`src/dtl_pkg.sv`:
```
package dtl_pkg;

	localparam int ADDR_W = 12;
	localparam int DATA_W = 8;
	localparam int SAMPLE_W = 12;

	localparam logic [ADDR_W-1:0] OFS_DITHER = 12'h09d;
	localparam logic [ADDR_W-1:0] OFS_MARKER = 12'h160;
	localparam logic [ADDR_W-1:0] OFS_LINK_EN = 12'h200;
	localparam logic [ADDR_W-1:0] OFS_LINK_MODE = 12'h201;
	localparam logic [ADDR_W-1:0] OFS_STATUS = 12'h3f0;

	localparam logic [DATA_W-1:0] RST_DITHER = 8'h01;
	localparam logic [DATA_W-1:0] RST_MARKER = 8'h00;
	localparam logic [DATA_W-1:0] RST_LINK_EN = 8'h01;
	localparam logic [DATA_W-1:0] RST_LINK_MODE = 8'h02;

	localparam int BIT_DITHER_EN = 0;
	localparam int BIT_DITHER_AMP = 1;
	localparam int BIT_ROUND_ERR = 2;
	localparam int BIT_MARKER_EN = 0;
	localparam int BIT_LINK_EN = 0;
	localparam int BIT_ST_LINK_ON = 0;
	localparam int BIT_ST_MODE_REJ = 1;

	// Narrow samples sit in the top byte of the sample word.
	localparam int NARROW_LSB = 4;
	localparam int WIDE_LSB = 0;

	localparam logic [3:0] ADVERTISED_CS = 4'h0;

	typedef struct packed {
		logic                marker;
		logic [SAMPLE_W-1:0] data;
	} dtl_sample_t;

	typedef struct packed {
		logic dither_enable;
		logic dither_amplitude_select;
		logic rounding_error_select;
	} dtl_dither_t;

	typedef enum logic [1:0] {
		DTL_LINK_OFF   = 2'b00,
		DTL_LINK_START = 2'b01,
		DTL_LINK_RUN   = 2'b10
	} dtl_link_state_t;

endpackage
```
`src/dtl_ctrl.sv`:
```
`timescale 1ns/100ps
module dtl_ctrl import dtl_pkg::*; #(
	parameter int LATENCY   = 4,
	parameter int NUM_MODES = 256,
	parameter int MF_PERIOD = 32,
	parameter int MF_W      = 8
) (
	input  wire logic                   clock,
	input  wire logic                   rst_n,
	input  wire logic [ADDR_W-1:0]      reg_addr,
	input  wire logic [DATA_W-1:0]      reg_wdata,
	input  wire logic                   reg_write,
	input  wire logic                   reg_read,
	output logic [DATA_W-1:0]           reg_rdata,
	input  wire logic [NUM_MODES-1:0]   mode_allowed,
	input  wire logic                   cal_enable,
	input  wire logic                   sysref,
	input  wire dtl_sample_t            sample_in,
	input  wire logic                   sample_narrow,
	output dtl_sample_t                 sample_out,
	output dtl_dither_t                 dither_ctrl,
	output logic                        link_enable,
	output logic [DATA_W-1:0]           link_mode_select,
	output logic                        link_reset_n,
	output logic                        serializer_power_down,
	output logic                        link_clock_enable,
	output logic [MF_W-1:0]             multiframe_clock_counter,
	output logic                        multiframe_boundary,
	output logic [3:0]                  advertised_control_bits
);

	// ------------------------------------------------------------------
	// Elaboration checks
	// ------------------------------------------------------------------
	if (LATENCY < 1) begin : g_bad_latency
		$error("LATENCY must be at least one stage.");
	end
	if (NUM_MODES < 1 || NUM_MODES > 256) begin : g_bad_modes
		$error("NUM_MODES must lie between 1 and 256.");
	end
	if (MF_PERIOD < 2 || MF_PERIOD > (1 << MF_W)) begin : g_bad_mf
		$error("MF_PERIOD must fit the counter width.");
	end

	localparam logic [MF_W-1:0] MF_LAST = MF_W'(MF_PERIOD - 1);
	localparam logic [MF_W-1:0] MF_ZERO = '0;

	// ------------------------------------------------------------------
	// Register storage
	// ------------------------------------------------------------------
	logic [DATA_W-1:0] dither_q;
	logic [DATA_W-1:0] marker_q;
	logic [DATA_W-1:0] link_en_q;
	logic [DATA_W-1:0] link_mode_q;
	logic              mode_rej_q;
	logic              mode_rej_d;
	logic              wr_dither;
	logic              wr_marker;
	logic              wr_link_en;
	logic              wr_link_mode;
	logic              wr_status;
	logic              mode_ok;

	assign wr_dither = reg_write && (reg_addr == OFS_DITHER);
	assign wr_marker = reg_write && (reg_addr == OFS_MARKER);
	assign wr_link_en = reg_write && (reg_addr == OFS_LINK_EN);
	assign wr_link_mode = reg_write && (reg_addr == OFS_LINK_MODE);
	assign wr_status = reg_write && (reg_addr == OFS_STATUS);

	// Modes beyond the table are refused as well as locked ones.
	always_comb begin
		mode_ok = 1'b0;
		if (32'(reg_wdata) < NUM_MODES) begin
			mode_ok = mode_allowed[reg_wdata];
		end
	end

	// Reserved bits are stored as written and drive nothing.
	always_ff @(posedge clock) begin
		if (!rst_n) begin
			dither_q <= RST_DITHER;
		end else if (wr_dither) begin
			dither_q <= reg_wdata;
		end
	end

	always_ff @(posedge clock) begin
		if (!rst_n) begin
			marker_q <= RST_MARKER;
		end else if (wr_marker) begin
			marker_q <= reg_wdata;
		end
	end

	always_ff @(posedge clock) begin
		if (!rst_n) begin
			link_en_q <= RST_LINK_EN;
		end else if (wr_link_en) begin
			link_en_q <= reg_wdata;
		end
	end

	always_ff @(posedge clock) begin
		if (!rst_n) begin
			link_mode_q <= RST_LINK_MODE;
		end else if (wr_link_mode && mode_ok) begin
			link_mode_q <= reg_wdata;
		end
	end

	// A refusal in the same cycle as a clear keeps the flag set.
	always_comb begin
		mode_rej_d = mode_rej_q;
		if (wr_status && reg_wdata[BIT_ST_MODE_REJ]) begin
			mode_rej_d = 1'b0;
		end
		if (wr_link_mode && !mode_ok) begin
			mode_rej_d = 1'b1;
		end
	end

	always_ff @(posedge clock) begin
		if (!rst_n) begin
			mode_rej_q <= 1'b0;
		end else begin
			mode_rej_q <= mode_rej_d;
		end
	end

	// ------------------------------------------------------------------
	// Read port
	// ------------------------------------------------------------------
	logic [DATA_W-1:0] rdata_d;
	logic              link_on;

	// The status word is local to this block; only its two low bits mean
	// anything and the rest read as zero.

	always_comb begin
		rdata_d = '0;
		case (reg_addr)
			OFS_DITHER: begin
				rdata_d = dither_q;
			end
			OFS_MARKER: begin
				rdata_d = marker_q;
			end
			OFS_LINK_EN: begin
				rdata_d = link_en_q;
			end
			OFS_LINK_MODE: begin
				rdata_d = link_mode_q;
			end
			OFS_STATUS: begin
				rdata_d[BIT_ST_LINK_ON] = link_on;
				rdata_d[BIT_ST_MODE_REJ] = mode_rej_q;
			end
			default: begin
				rdata_d = '0;
			end
		endcase
	end

	// Read data is held only for the cycle after the strobe.
	always_ff @(posedge clock) begin
		if (!rst_n) begin
			reg_rdata <= '0;
		end else if (reg_read) begin
			reg_rdata <= rdata_d;
		end else begin
			reg_rdata <= '0;
		end
	end

	// ------------------------------------------------------------------
	// Dither control outputs
	// ------------------------------------------------------------------
	always_ff @(posedge clock) begin
		if (!rst_n) begin
			dither_ctrl.dither_enable <= RST_DITHER[BIT_DITHER_EN];
			dither_ctrl.dither_amplitude_select <=
				RST_DITHER[BIT_DITHER_AMP];
			dither_ctrl.rounding_error_select <=
				RST_DITHER[BIT_ROUND_ERR];
		end else begin
			dither_ctrl.dither_enable <= dither_q[BIT_DITHER_EN];
			dither_ctrl.dither_amplitude_select <=
				dither_q[BIT_DITHER_AMP];
			dither_ctrl.rounding_error_select <=
				dither_q[BIT_ROUND_ERR];
		end
	end

	// ------------------------------------------------------------------
	// Link enable sequencing
	// ------------------------------------------------------------------
	dtl_link_state_t state_q;
	dtl_link_state_t state_d;
	logic            en_bit;

	// Calibration ordering is left to software: cal_enable is brought in
	// for visibility only, and no write is ever refused because of it.

	assign en_bit = link_en_q[BIT_LINK_EN];
	assign link_on = (state_q == DTL_LINK_RUN);

	// Clocks come back one cycle before reset releases so the link logic
	// sees running clocks when it leaves reset.
	always_comb begin
		state_d = state_q;
		case (state_q)
			DTL_LINK_OFF: begin
				if (en_bit) begin
					state_d = DTL_LINK_START;
				end
			end
			DTL_LINK_START: begin
				state_d = en_bit ? DTL_LINK_RUN : DTL_LINK_OFF;
			end
			DTL_LINK_RUN: begin
				if (!en_bit) begin
					state_d = DTL_LINK_OFF;
				end
			end
			default: begin
				state_d = DTL_LINK_OFF;
			end
		endcase
	end

	always_ff @(posedge clock) begin
		if (!rst_n) begin
			state_q <= DTL_LINK_OFF;
		end else begin
			state_q <= state_d;
		end
	end

	always_ff @(posedge clock) begin
		if (!rst_n) begin
			link_enable <= 1'b0;
			link_reset_n <= 1'b0;
			serializer_power_down <= 1'b1;
			link_clock_enable <= 1'b0;
		end else begin
			link_enable <= en_bit;
			link_reset_n <= (state_d == DTL_LINK_RUN);
			serializer_power_down <= (state_d == DTL_LINK_OFF);
			link_clock_enable <= (state_d != DTL_LINK_OFF);
		end
	end

	always_ff @(posedge clock) begin
		if (!rst_n) begin
			link_mode_select <= RST_LINK_MODE;
		end else begin
			link_mode_select <= link_mode_q;
		end
	end

	// ------------------------------------------------------------------
	// Multiframe clock counter
	// ------------------------------------------------------------------
	logic [MF_W-1:0] mf_d;

	// The counter leaves reset together with the link, so the first running
	// cycle already reads one; fire SYSREF after the enable for a boundary.

	always_comb begin
		mf_d = multiframe_clock_counter + MF_W'(1);
		if (multiframe_clock_counter == MF_LAST) begin
			mf_d = MF_ZERO;
		end
		if (sysref) begin
			mf_d = MF_ZERO;
		end
		if (state_d != DTL_LINK_RUN) begin
			mf_d = MF_ZERO;
		end
	end

	always_ff @(posedge clock) begin
		if (!rst_n) begin
			multiframe_clock_counter <= MF_ZERO;
			multiframe_boundary <= 1'b0;
		end else begin
			multiframe_clock_counter <= mf_d;
			multiframe_boundary <= (state_d == DTL_LINK_RUN) &&
				(mf_d == MF_ZERO);
		end
	end

	// ------------------------------------------------------------------
	// Sample path with timestamp marker
	// ------------------------------------------------------------------
	// Marker and data share one pipeline so they can never drift apart.
	dtl_sample_t pipe_q [LATENCY];
	dtl_sample_t merged;
	logic        narrow_q [LATENCY];

	for (genvar i = 0; i < LATENCY; i++) begin : g_pipe
		always_ff @(posedge clock) begin
			if (!rst_n) begin
				pipe_q[i] <= '0;
				narrow_q[i] <= 1'b0;
			end else if (i == 0) begin
				pipe_q[i] <= sample_in;
				narrow_q[i] <= sample_narrow;
			end else begin
				pipe_q[i] <= pipe_q[(i == 0) ? 0 : i-1];
				narrow_q[i] <= narrow_q[(i == 0) ? 0 : i-1];
			end
		end
	end

	always_comb begin
		merged = pipe_q[LATENCY-1];
		if (marker_q[BIT_MARKER_EN]) begin
			if (narrow_q[LATENCY-1]) begin
				merged.data[NARROW_LSB] = merged.marker;
			end else begin
				merged.data[WIDE_LSB] = merged.marker;
			end
		end
	end

	// The final stage counts toward the latency seen at the pins.
	always_ff @(posedge clock) begin
		if (!rst_n) begin
			sample_out <= '0;
		end else begin
			sample_out <= merged;
		end
	end

	// The marker is never announced in the lane alignment sequence.
	always_ff @(posedge clock) begin
		if (!rst_n) begin
			advertised_control_bits <= ADVERTISED_CS;
		end else begin
			advertised_control_bits <= ADVERTISED_CS;
		end
	end

endmodule

```
`config.mk`:
```
export PLATFORM = sky130hd
export DESIGN_NAME = dtl_ctrl
export DESIGN_NICKNAME = d
export VERILOG_FILES = /design/src/dtl_pkg.sv /design/src/dtl_ctrl.sv
export SDC_FILE = /design/constraint.sdc
export NUM_CORES = 1
export LEC_CHECK = 0
export BUFFER_PORTS_ARGS = -buffer_cell sky130_fd_sc_hd__buf_2
export CAP_MARGIN = 20
export CORE_MARGIN = 8
export CORE_UTILIZATION = 46
export CTS_CLUSTER_SIZE = 24
export DETAILED_ROUTE_END_ITERATION = 10
export PLACE_DENSITY = 0.82
export SETUP_SLACK_MARGIN = 0.05
export SYNTH_ARGS = -nofsm -noshare
export SYNTH_HDL_FRONTEND = slang
export SYNTH_SLANG_ARGS = --single-unit
```
`constraint.sdc`:
```
create_clock -name clock -period 2.9 [get_ports clock]
set_clock_uncertainty 0.2 [all_clocks]
set_input_delay 0 -clock clock [delete_from_list [all_inputs] [get_ports clock]]
set_output_delay 0 -clock clock [all_outputs]
set_load 0.005 [all_outputs]
```
==> results by stage, run 1 <==
Placed design:
- In this run, placement finished with an instance count of 1137.
- The number of buffers inserted by port buffering is between 300 and 400.
- The half-perimeter wire length of the detailed placement result is 19.5 mm.
- The congestion estimate from routability-driven global placement came to 0.865.
- Prior to clock tree synthesis, the placed netlist has a worst setup slack of roughly 140 ps.

Critical path:
- The endpoint of the worst register-to-register path is multiframe_boundary.
- The largest driver fanout on the critical path is 17.
- The endpoint arrival time on the critical path is 2950 ps.
- The sum of buffers and inverters on the critical path is 5.
- The cell family contributing the most delay on the critical path is buffers and inverters.
- The slowest stage cell on the critical path is sky130_fd_sc_hd__dlygate4sd3_1.
- The worst setup path is captured at a flop.
- The data required time of the critical path is 3050 ps.
- The largest single stage delay on the critical path is 640 ps.
- The critical path is of the primary input to flop type.
- The worst register-to-register path has a depth of 7.
- The most numerous cell type found on the critical path is sky130_fd_sc_hd__dlygate4sd3_1.
- The worst setup path is launched from a primary input.
- The minimum setup slack among reg-to-reg paths is 880 ps.
- Traced cell by cell, the critical path runs through dlygate4sd3_1, buf_2, nand4b_1, nor2_1, nand2_1, nor4_4, dlygate4sd3_1, buf_6, nand2_1, a21oi_1, dlygate4sd3_1.
- The startpoint identified for the worst register-to-register timing path is multiframe_clock_counter[0].

Min path:
- The worst min-delay path startpoint is reg_wdata[0].
- The cell depth of the worst hold path is 4.
- The worst hold path terminates at link_mode_q[0].
- The type of the most critical hold path is primary input to flop.

Status:
- The run finished with clean final reports.

Timing:
- The number of setup violations in the final report is 0.
- The final count of hold timing violations is 0.
- The max-slew violation count is 0.
- The worst path in the final design needs a cycle of roughly 2800 ps, including I/O delays and setup.
- The relative slew slack is 50.9%.
- At the pin with the least slew margin, the transition time is 736 ps.
- Hold is met by 63.8 ps.
- Setup repair after global routing could not meet its margin everywhere.
- The setup TNS after final layout is 0 ps.
- The period utilization is 96.6%.
- The fmax is about 360 MHz.
- The worst path meets setup with 97.6 ps of slack.

Synthesis:
- The number of warning messages in the yosys log is 0.
- After Yosys synthesis, XOR and XNOR cells account for roughly 1.1% of the synthesized area.
- The flip-flop and latch count after synthesis is 136.
- Of the total synthesized cell area, the portion taken by AND, OR, NAND and NOR gates is a little under 20%.
- The synthesized netlist devotes less than 1% of its cell area to adder and majority cells.
- The async set or reset register ratio after synthesis is 0%.
- The post-synthesis compound-gate area fraction is under 10%.
- After synthesis, the largest family of logic cells by area is multiplexers.
- Yosys mapped the design onto 56 distinct sky130hd cell types.
- Yosys mapped a number of flops with a built-in enable equal to 0.
- In the synthesized netlist the dominant register cell turns out to be sky130_fd_sc_hd__dfxtp_1.
- The total standard cell area after synthesis is 6870 µm².
- The portion of synthesized area spent on multiplexers is 27.7%.
- The cell count after synthesis came out at 644.
- In this run the mean area of a mapped cell was 10.7 µm².
- After synthesis, flip-flops and latches occupy 39.7% of the total area.

Drt:
- After detailed routing, the average wire length per cell comes to slightly above 20 µm.
- The remaining antenna violation count after routing is 0.
- The post-detailed-routing wire length is between 20 and 25 mm.
- The number of DRC markers after the initial detailed-route iteration is 458.
- Before antenna repair, the detailed router went through 5 iterations.
- For this block, the via count after detailed routing is 6441.
- In the routed layout, each cell is associated on average with a via count of approximately 5.3.
- The count of unresolved DRC violations after routing is 0.

Finish:
- Relative to the synthesized area, the layout overhead comes to 40.9%.
- The layout cell share with drive strength beyond 1 is a little under half.
- The storage element area is approximately 2700 µm².
- The number of inserted filler cells in the final layout is 1109.
- The finished layout holds 1205 standard cells, fillers aside.
- The net total in the final layout is 1303.
- In the final layout, the multi-input gates occupy around 3800 µm².

Floorplanning:
- The total die area is between 15000 and 20000 µm².
- The floorplan step set the die width to around 140 µm.
- In this run the count of I/O pins placed on the die edge is ~350.
- The area inside the core boundary is ~15000 µm².
- The floorplan has 44 rows.
- The vertical die dimension is 138 µm.
- The effective utilization at floorplan is 47.2%.

Pwr:
- The switching power share of the total is about a quarter.
- Summed over all cells, the static leakage comes to 4.43 nW.
- The part of the power in combinational logic is between 10% and 20%.
- The portion of total power attributed to the clock network is between 40% and 50%.
- Dividing total power by cell area gives a power density of ~500 nW/µm².
- VDD sags by at most 0.000396 V.
- The switching power total is between 1 and 1.5 mW.
- Cell internal power was estimated by the tool at 3.56 mW.
- Of the total power, registers draw 40.5%.

GRT:
- The global-route usage over all layers is approximately a quarter.
- The number of antenna violations at the first check in global routing is 11.
- The first global-routing pass estimated between 30 and 40 mm of wire.
- The maximum number of pins on one net before global-route repair is 71.
- Summed over all layers, the global routing overflow is 0.
- The via count of the first global-routing pass is 6694.

Clock network:
- The maximum level of the CTS H-tree is 4.
- After clock tree synthesis, the setup repair step added 0 buffers.
- The clock reaches the later pin of the worst-skew pair after about 410 ps.
- TritonCTS built the clock tree.
- In this run the deepest clock path goes through 2 buffers.
- The root buffer cell is sky130_fd_sc_hd__clkbuf_16.
- The number of buffers added by the clock tree synthesis step is 17.
- The clock sink total is between 100 and 150.
- Clock-pin slew was measured on the worst setup and hold paths at 60 ps.

Run:
- The number of max-cap violations is 0.
-- tightest hold or removal path: stages --
cell and delay [ps]:
sky130_fd_sc_hd__buf_4 250, sky130_fd_sc_hd__buf_4 250, sky130_fd_sc_hd__nand2_1 60, sky130_fd_sc_hd__mux2i_1 60
-- worst max path at each step --
stage / end / cells after the start / slack, ps / from
finish: reg_rdata[1] / 11 / 100 / reg_addr[0]
global route: reg_rdata[1] / 11 / -20 / reg_addr[0]
CTS: link_mode_q[3] / 10 / 140 / reg_wdata[1]
detailed placement: link_mode_q[1] / 9 / 140 / reg_wdata[0]
global placement: link_mode_q[1] / 9 / 150 / reg_wdata[0]
floorplan: link_mode_q[1] / 8 / 360 / reg_wdata[1]
-- state kept, by name (all words and copies together), names as in the netlist --
register / cells
link_reset_n: 1
sample_out: 13
pipe_q: 52
state_q: 2
link_mode_q: 8
dither_q: 8
link_en_q: 8
multiframe_boundary: 1
serializer_power_down: 1
reg_rdata: 8
link_enable: 1
mode_rej_q: 1
link_mode_select: 8
marker_q: 8
narrow_q: 4
multiframe_clock_counter: 8
dither_ctrl: 3
link_clock_enable: 1
-- power groups by stage --
stage          Sequential [mW]  Clock (mW)  Combinational [mW]
2_1_floorplan             1.97           0               0.396
3_3_place_gp              1.97           0               0.678
3_5_place_dp              1.97           0               0.692
4_1_cts                   1.93        2.14               0.727
5_1_grt                   1.93        2.22               0.790
6_report                  1.93        2.11               0.732
-- synthesized netlist by cell type (all sizes together) (2+ instances only) --
| cell type | count | area (µm²) |
|---|---|---|
| o22ai | 3 | 32.5 |
| a222oi | 8 | 80.1 |
| nor2b | 14 | 87.6 |
| o21ai | 7 | 38.8 |
| inv | 10 | 37.5 |
| a22oi | 10 | 75.1 |
| clkbuf | 30 | 113 |
| nand3b | 3 | 22.5 |
| dfxtp | 136 | 2720 |
| xnor2 | 7 | 61.3 |
| mux4 | 60 | 1370 |
| nand4 | 4 | 25.0 |
| or2 | 3 | 18.8 |
| or4 | 2 | 15.0 |
| o211ai | 2 | 15.0 |
| nor2 | 37 | 139 |
| and3 | 6 | 37.5 |
| a21oi | 8 | 40.0 |
| and2 | 70 | 438 |
| a21boi | 16 | 120 |
| mux2i | 39 | 390 |
| nor3 | 6 | 30.0 |
| buf | 25 | 165 |
| a31oi | 2 | 12.5 |
| nor4 | 4 | 31.3 |
| nand3 | 35 | 175 |
| nand2b | 6 | 37.5 |
| mux2 | 12 | 139 |
| nand4b | 3 | 26.3 |
| xor2 | 2 | 17.5 |
| nand2 | 58 | 218 |
-- layout make-up --
class                   instances  share of cell area, %
well taps                     184                   2.38
repair buffers                395                   23.0
multi-input cells             445                   39.8
diodes                          2                 0.0517
flip-flops and latches        136                   28.2
clock inverters                15                   1.81
clock buffers                  17                   4.40
inverters                      11                  0.427
-- stage by stage --
| step | power (mW) | cell area (µm²) | utilization [%] |
|---|---|---|---|
| 2_1_floorplan | 2.37 | 6880 | - |
| 3_3_place_gp | 2.65 | 8700 | 59.9 |
| 3_5_place_dp | 2.66 | 8710 | 59.9 |
| 4_1_cts | 4.80 | 9650 | 66.4 |
| 5_1_grt | 4.94 | 9670 | 66.5 |
| 6_report | 4.77 | 9670 | 66.5 |
-- cells in the final DEF (no fill, tap or decap), types with 3 or more instances in the layout --
cell | netlist | routed
sky130_fd_sc_hd__mux4_1 | 5 | 5
sky130_fd_sc_hd__and3_1 | 6 | 6
sky130_fd_sc_hd__inv_6 | 0 | 5
sky130_fd_sc_hd__xnor2_1 | 7 | 7
sky130_fd_sc_hd__clkbuf_16 | 0 | 17
sky130_fd_sc_hd__mux2i_1 | 39 | 39
sky130_fd_sc_hd__nand2b_1 | 6 | 6
sky130_fd_sc_hd__a222oi_1 | 8 | 8
sky130_fd_sc_hd__nand3b_1 | 3 | 3
sky130_fd_sc_hd__buf_4 | 8 | 19
sky130_fd_sc_hd__inv_8 | 0 | 3
sky130_fd_sc_hd__nand3_1 | 35 | 35
sky130_fd_sc_hd__nand2_1 | 58 | 58
sky130_fd_sc_hd__mux4_2 | 55 | 55
sky130_fd_sc_hd__nor3_1 | 6 | 6
sky130_fd_sc_hd__clkinv_4 | 0 | 4
sky130_fd_sc_hd__and2_1 | 70 | 70
sky130_fd_sc_hd__mux2_2 | 11 | 11
sky130_fd_sc_hd__or2_2 | 3 | 3
sky130_fd_sc_hd__dlygate4sd3_1 | 0 | 34
sky130_fd_sc_hd__dfxtp_1 | 136 | 136
sky130_fd_sc_hd__a22oi_1 | 10 | 10
sky130_fd_sc_hd__a21boi_0 | 16 | 16
sky130_fd_sc_hd__inv_1 | 10 | 10
sky130_fd_sc_hd__conb_1 | 1 | 4
sky130_fd_sc_hd__nand4_1 | 4 | 4
sky130_fd_sc_hd__o21ai_0 | 6 | 6
sky130_fd_sc_hd__nor2_1 | 37 | 37
sky130_fd_sc_hd__a21oi_1 | 8 | 8
sky130_fd_sc_hd__nor2b_1 | 14 | 14
sky130_fd_sc_hd__buf_2 | 12 | 339
sky130_fd_sc_hd__nand4b_1 | 3 | 3
-- routing by layer --
| metal | vias to the layer above | GRT usage [%] | share of wire, % |
|---|---|---|---|
| li1 | 3059 | - | - |
| met1 | 3002 | 27.8 | 38 |
| met2 | 332 | 43.0 | 51 |
| met3 | 38 | 8.84 | 9.0 |
| met4 | 10 | 6.35 | 1.6 |
| met5 | - | 0 | 0.28 |
-- repair_timing --
item	CTS	global route
hold endpoints to repair	73	0
hold buffers	34	0
gates resized for setup	0	3
endpoints found under the setup margin	0	2
-- cells by family (layout without fill, tap and decap cells) --
logic type | count (synthesis) | after routing
and+or+nand+nor | 253 | 253
DFF | 136 | 136
muxes | 111 | 111
AOI/OAI and AO/OA | 67 | 67
buffers and inverters | 66 | 438
xor gates and xnor gates | 9 | 9
adders and majority gates | 1 | 1
other | 1 | 6
Note: power is estimated with default switching activity, not from simulation.
==> run 2: changes to the inputs <==
--- a/config.mk
+++ b/config.mk
@@ -7,11 +7,12 @@
 export LEC_CHECK = 0
 export BUFFER_PORTS_ARGS = -buffer_cell sky130_fd_sc_hd__buf_2
 export CAP_MARGIN = 20
-export CORE_MARGIN = 8
-export CORE_UTILIZATION = 46
+export CORE_AREA = 2 2 133 135
 export CTS_CLUSTER_SIZE = 24
 export DETAILED_ROUTE_END_ITERATION = 10
-export PLACE_DENSITY = 0.82
+export DIE_AREA = 0 0 135 137
+export PLACE_DENSITY = 0.73
+export RECOVER_POWER = 100
 export SETUP_SLACK_MARGIN = 0.05
 export SYNTH_ARGS = -nofsm -noshare
 export SYNTH_HDL_FRONTEND = slang
==> results by stage, run 2 (same netlist as run 1, synthesis figures left out) <==
Timing:
- The number of setup violations in the final report is 0.
- The fmax is 366 MHz.
- Setup repair after global routing left no endpoint under its margin.
- The worst path uses 94.1% of the clock period.
- The worst setup slack after layout is between 150 and 200 ps.
- The final count of hold timing violations came to 0.
- On the final layout, the worst hold slack is 23.8 ps.
- For the pin with the worst max-slew slack, the measured transition is 1250 ps.
- Summed over all failing endpoints, the final setup total negative slack is 0 ps.
- The max-slew violation count is 0.
- The minimum period implied by the final worst setup slack is 2730 ps.
- The relative slew slack is between 10% and 20%.

GRT:
- The via count of the first global-routing pass was 6327.
- In the global route stage, overall resource usage came out at 24.7%.
- The wire length of the first global-routing pass is 34.0 mm.
- The number of antenna violations at the first check in global routing came to 5.
- Entering global routing, the biggest net connects 64 pins.
- The total congestion overflow after global routing is 0.

Critical path:
- The worst setup path is launched from a primary input.
- The worst setup path is of the primary input to flop kind.
- The minimum setup slack among reg-to-reg paths is roughly 840 ps.
- The worst register-to-register path begins at multiframe_clock_counter[0].
- STA puts the critical path data arrival time at about 2900 ps.
- The worst reg2reg path depth is 7.
- Data on the critical path is required at its endpoint by 3040 ps.
- The nature of the critical path endpoint is a flop.
- The worst register-to-register path ends at multiframe_boundary.
- Along the worst path, the maximum fanout reaches 5.

Min path:
- The type of the most critical hold path is primary input to flop.
- The cell depth of the worst hold path is 4.
- The startpoint identified for the worst hold timing path is reg_addr[0].
- The worst hold path endpoint is mode_rej_q.

Placed design:
- The half-perimeter wire length of the detailed placement result is 18.5 mm.
- The number of buffers inserted by port buffering is 339.
- Before CTS, the worst setup slack after placement is 133 ps.
- Including well taps, the total number of placed cells is 1185.
- The global placer's final weighted congestion is 0.952.
- After detailed placement, the total cell area comes to ~8800 µm².

Finish:
- The area occupied by multi-input gates is 3830 µm².
- pipe_q holds more flip-flops than any other register.
- In the layout the commonest cells are sky130_fd_sc_hd__buf_2, sky130_fd_sc_hd__dfxtp_1, sky130_fd_sc_hd__nand2_1.
- The layout cell share with drive strength beyond 1 is 43.1%.
- The flip-flop count of the largest register after layout is 52.
- Once layout is complete, the utilization of the core stands at 56.5%.
- For this run, the post-layout net count is 1307.
- Summing all non-filler instances in the final layout gives an area of 9640 µm².
- The sequential cells in the finished layout cover a total of ~2700 µm².
- The post-route non-filler standard cell count is around 1300.
- Counting the fill cells in the layout gives between 1000 and 1500.
- The largest registers in the layout are pipe_q x52, sample_out x13.
- Leaving out fill and tap cells, the most frequent cell in the layout is sky130_fd_sc_hd__buf_2.
- From synthesis to final layout, the design area changed by 40.5%.

Clock network:
- The tree is rooted in a sky130_fd_sc_hd__clkbuf_16.
- The number of buffers added by the clock tree synthesis step is 17.
- In this run, post-CTS repair resized a total of 0 instances.
- For the worst-skew pair, the clock arrives at the later sink with an insertion delay of 410 ps.
- The clock-pin slew on the worst setup and hold paths is 60 ps.
- The number of hold-repair buffers added at the cts stage is 31.
- Counting every sink on the clock net gives 136.
- The TritonCTS clock tree is done.
- The maximum count of clock buffers along a single path is 2.
- The post-CTS setup repair buffer count is 0.
- The maximum level of the CTS H-tree is 4.

Floorplanning:
- Row generation in the floorplan step produced 48 rows.
- The width of the die is 135 µm.
- The vertical die dimension is 137 µm.
- The number of I/O pins is 345.
- The region available for standard cell placement spans around 17000 µm².
- The die covers 18500 µm².
- The effective utilization at floorplan is about two fifths.

Pwr:
- The power density normalized to cell area is between 400 and 500 nW/µm².
- The total power draw is 4.67 mW.
- The highest ir drop seen on vdd is 0.000493 V.
- The leakage power of the design is 4.27 nW.

Drt:
- For this run, design rule violations remaining after detail routing come to 0.
- The remaining antenna violation count after routing is 0.
- The total via count after detailed routing is 6435.
- In the routed layout, each cell is associated on average with a via count of roughly 5.1.
- The post-detailed-route wirelength per cell is around 18 µm.
- The number of DRC markers after the initial detailed-route iteration is 385.
- The number of iterations in the first detailed-routing pass is 5.
- The post-detailed-routing wire length is ~23 mm.

Run:
- The number of max-cap violations is 0.

Status:
- The run finished with clean final reports.
==> run 2: cell types whose count changed in the layout (fill, tap and decap cells not counted), moves of 3 or more <==
cell                            change
sky130_fd_sc_hd__clkbuf_1          +32
sky130_fd_sc_hd__buf_4              +5
sky130_fd_sc_hd__dlygate4sd3_1      -3
sky130_fd_sc_hd__buf_2             -30
sky130_fd_sc_hd__and2_1            -23
sky130_fd_sc_hd__and2_0            +23
==> run 2: worst max-delay path: stages <==
cell                            delay (ps)
sky130_fd_sc_hd__dlygate4sd3_1         540
sky130_fd_sc_hd__buf_2                 190
sky130_fd_sc_hd__mux4_1                340
sky130_fd_sc_hd__nor2_1                 40
sky130_fd_sc_hd__or4_1                 470
sky130_fd_sc_hd__a32o_1                270
sky130_fd_sc_hd__or3_4                 400
sky130_fd_sc_hd__o22ai_4               240
sky130_fd_sc_hd__buf_4                 190
sky130_fd_sc_hd__mux2i_1               180
==> run 2: layout make-up <==
class                   count  area share (%)
clock inverters            12            1.14
inverters                  11           0.428
flip-flops and latches    136            28.2
clock buffers              19            4.70
multi-input cells         445            39.8
repair buffers            399            22.7
diodes                      3          0.0779
well taps                 225            2.92
==> run 2: worst max-delay path by stage <==
stage               slack [ps]         start              to  cells after the start
finish                     170  reg_wdata[1]  link_mode_q[0]                     10
global route                60  reg_wdata[1]  link_mode_q[3]                     10
CTS                        180  reg_wdata[1]  link_mode_q[0]                     10
detailed placement         130  reg_wdata[0]  link_mode_q[1]                     10
global placement           210  reg_wdata[0]  link_mode_q[1]                     10
floorplan                  360  reg_wdata[1]  link_mode_q[1]                      8
==> run 2: power by group <==
group	total, mW	internal, mW	leakage (nW)	switching (mW)
sequential	1.93	1.91	1.11	0.0158
clock	2.00	1.17	0.273	0.830
combinational	0.746	0.420	2.89	0.325
==> run 2: metal layers <==
| layer | routed length, µm | GRT usage, % | vias up |
|---|---|---|---|
| met5 | 0 | 0 | - |
| met4 | 446 | 6.60 | 0 |
| met3 | 2280 | 7.56 | 32 |
| met2 | 10900 | 41.0 | 319 |
| met1 | 9480 | 31.3 | 3008 |
| li1 | - | - | 3076 |
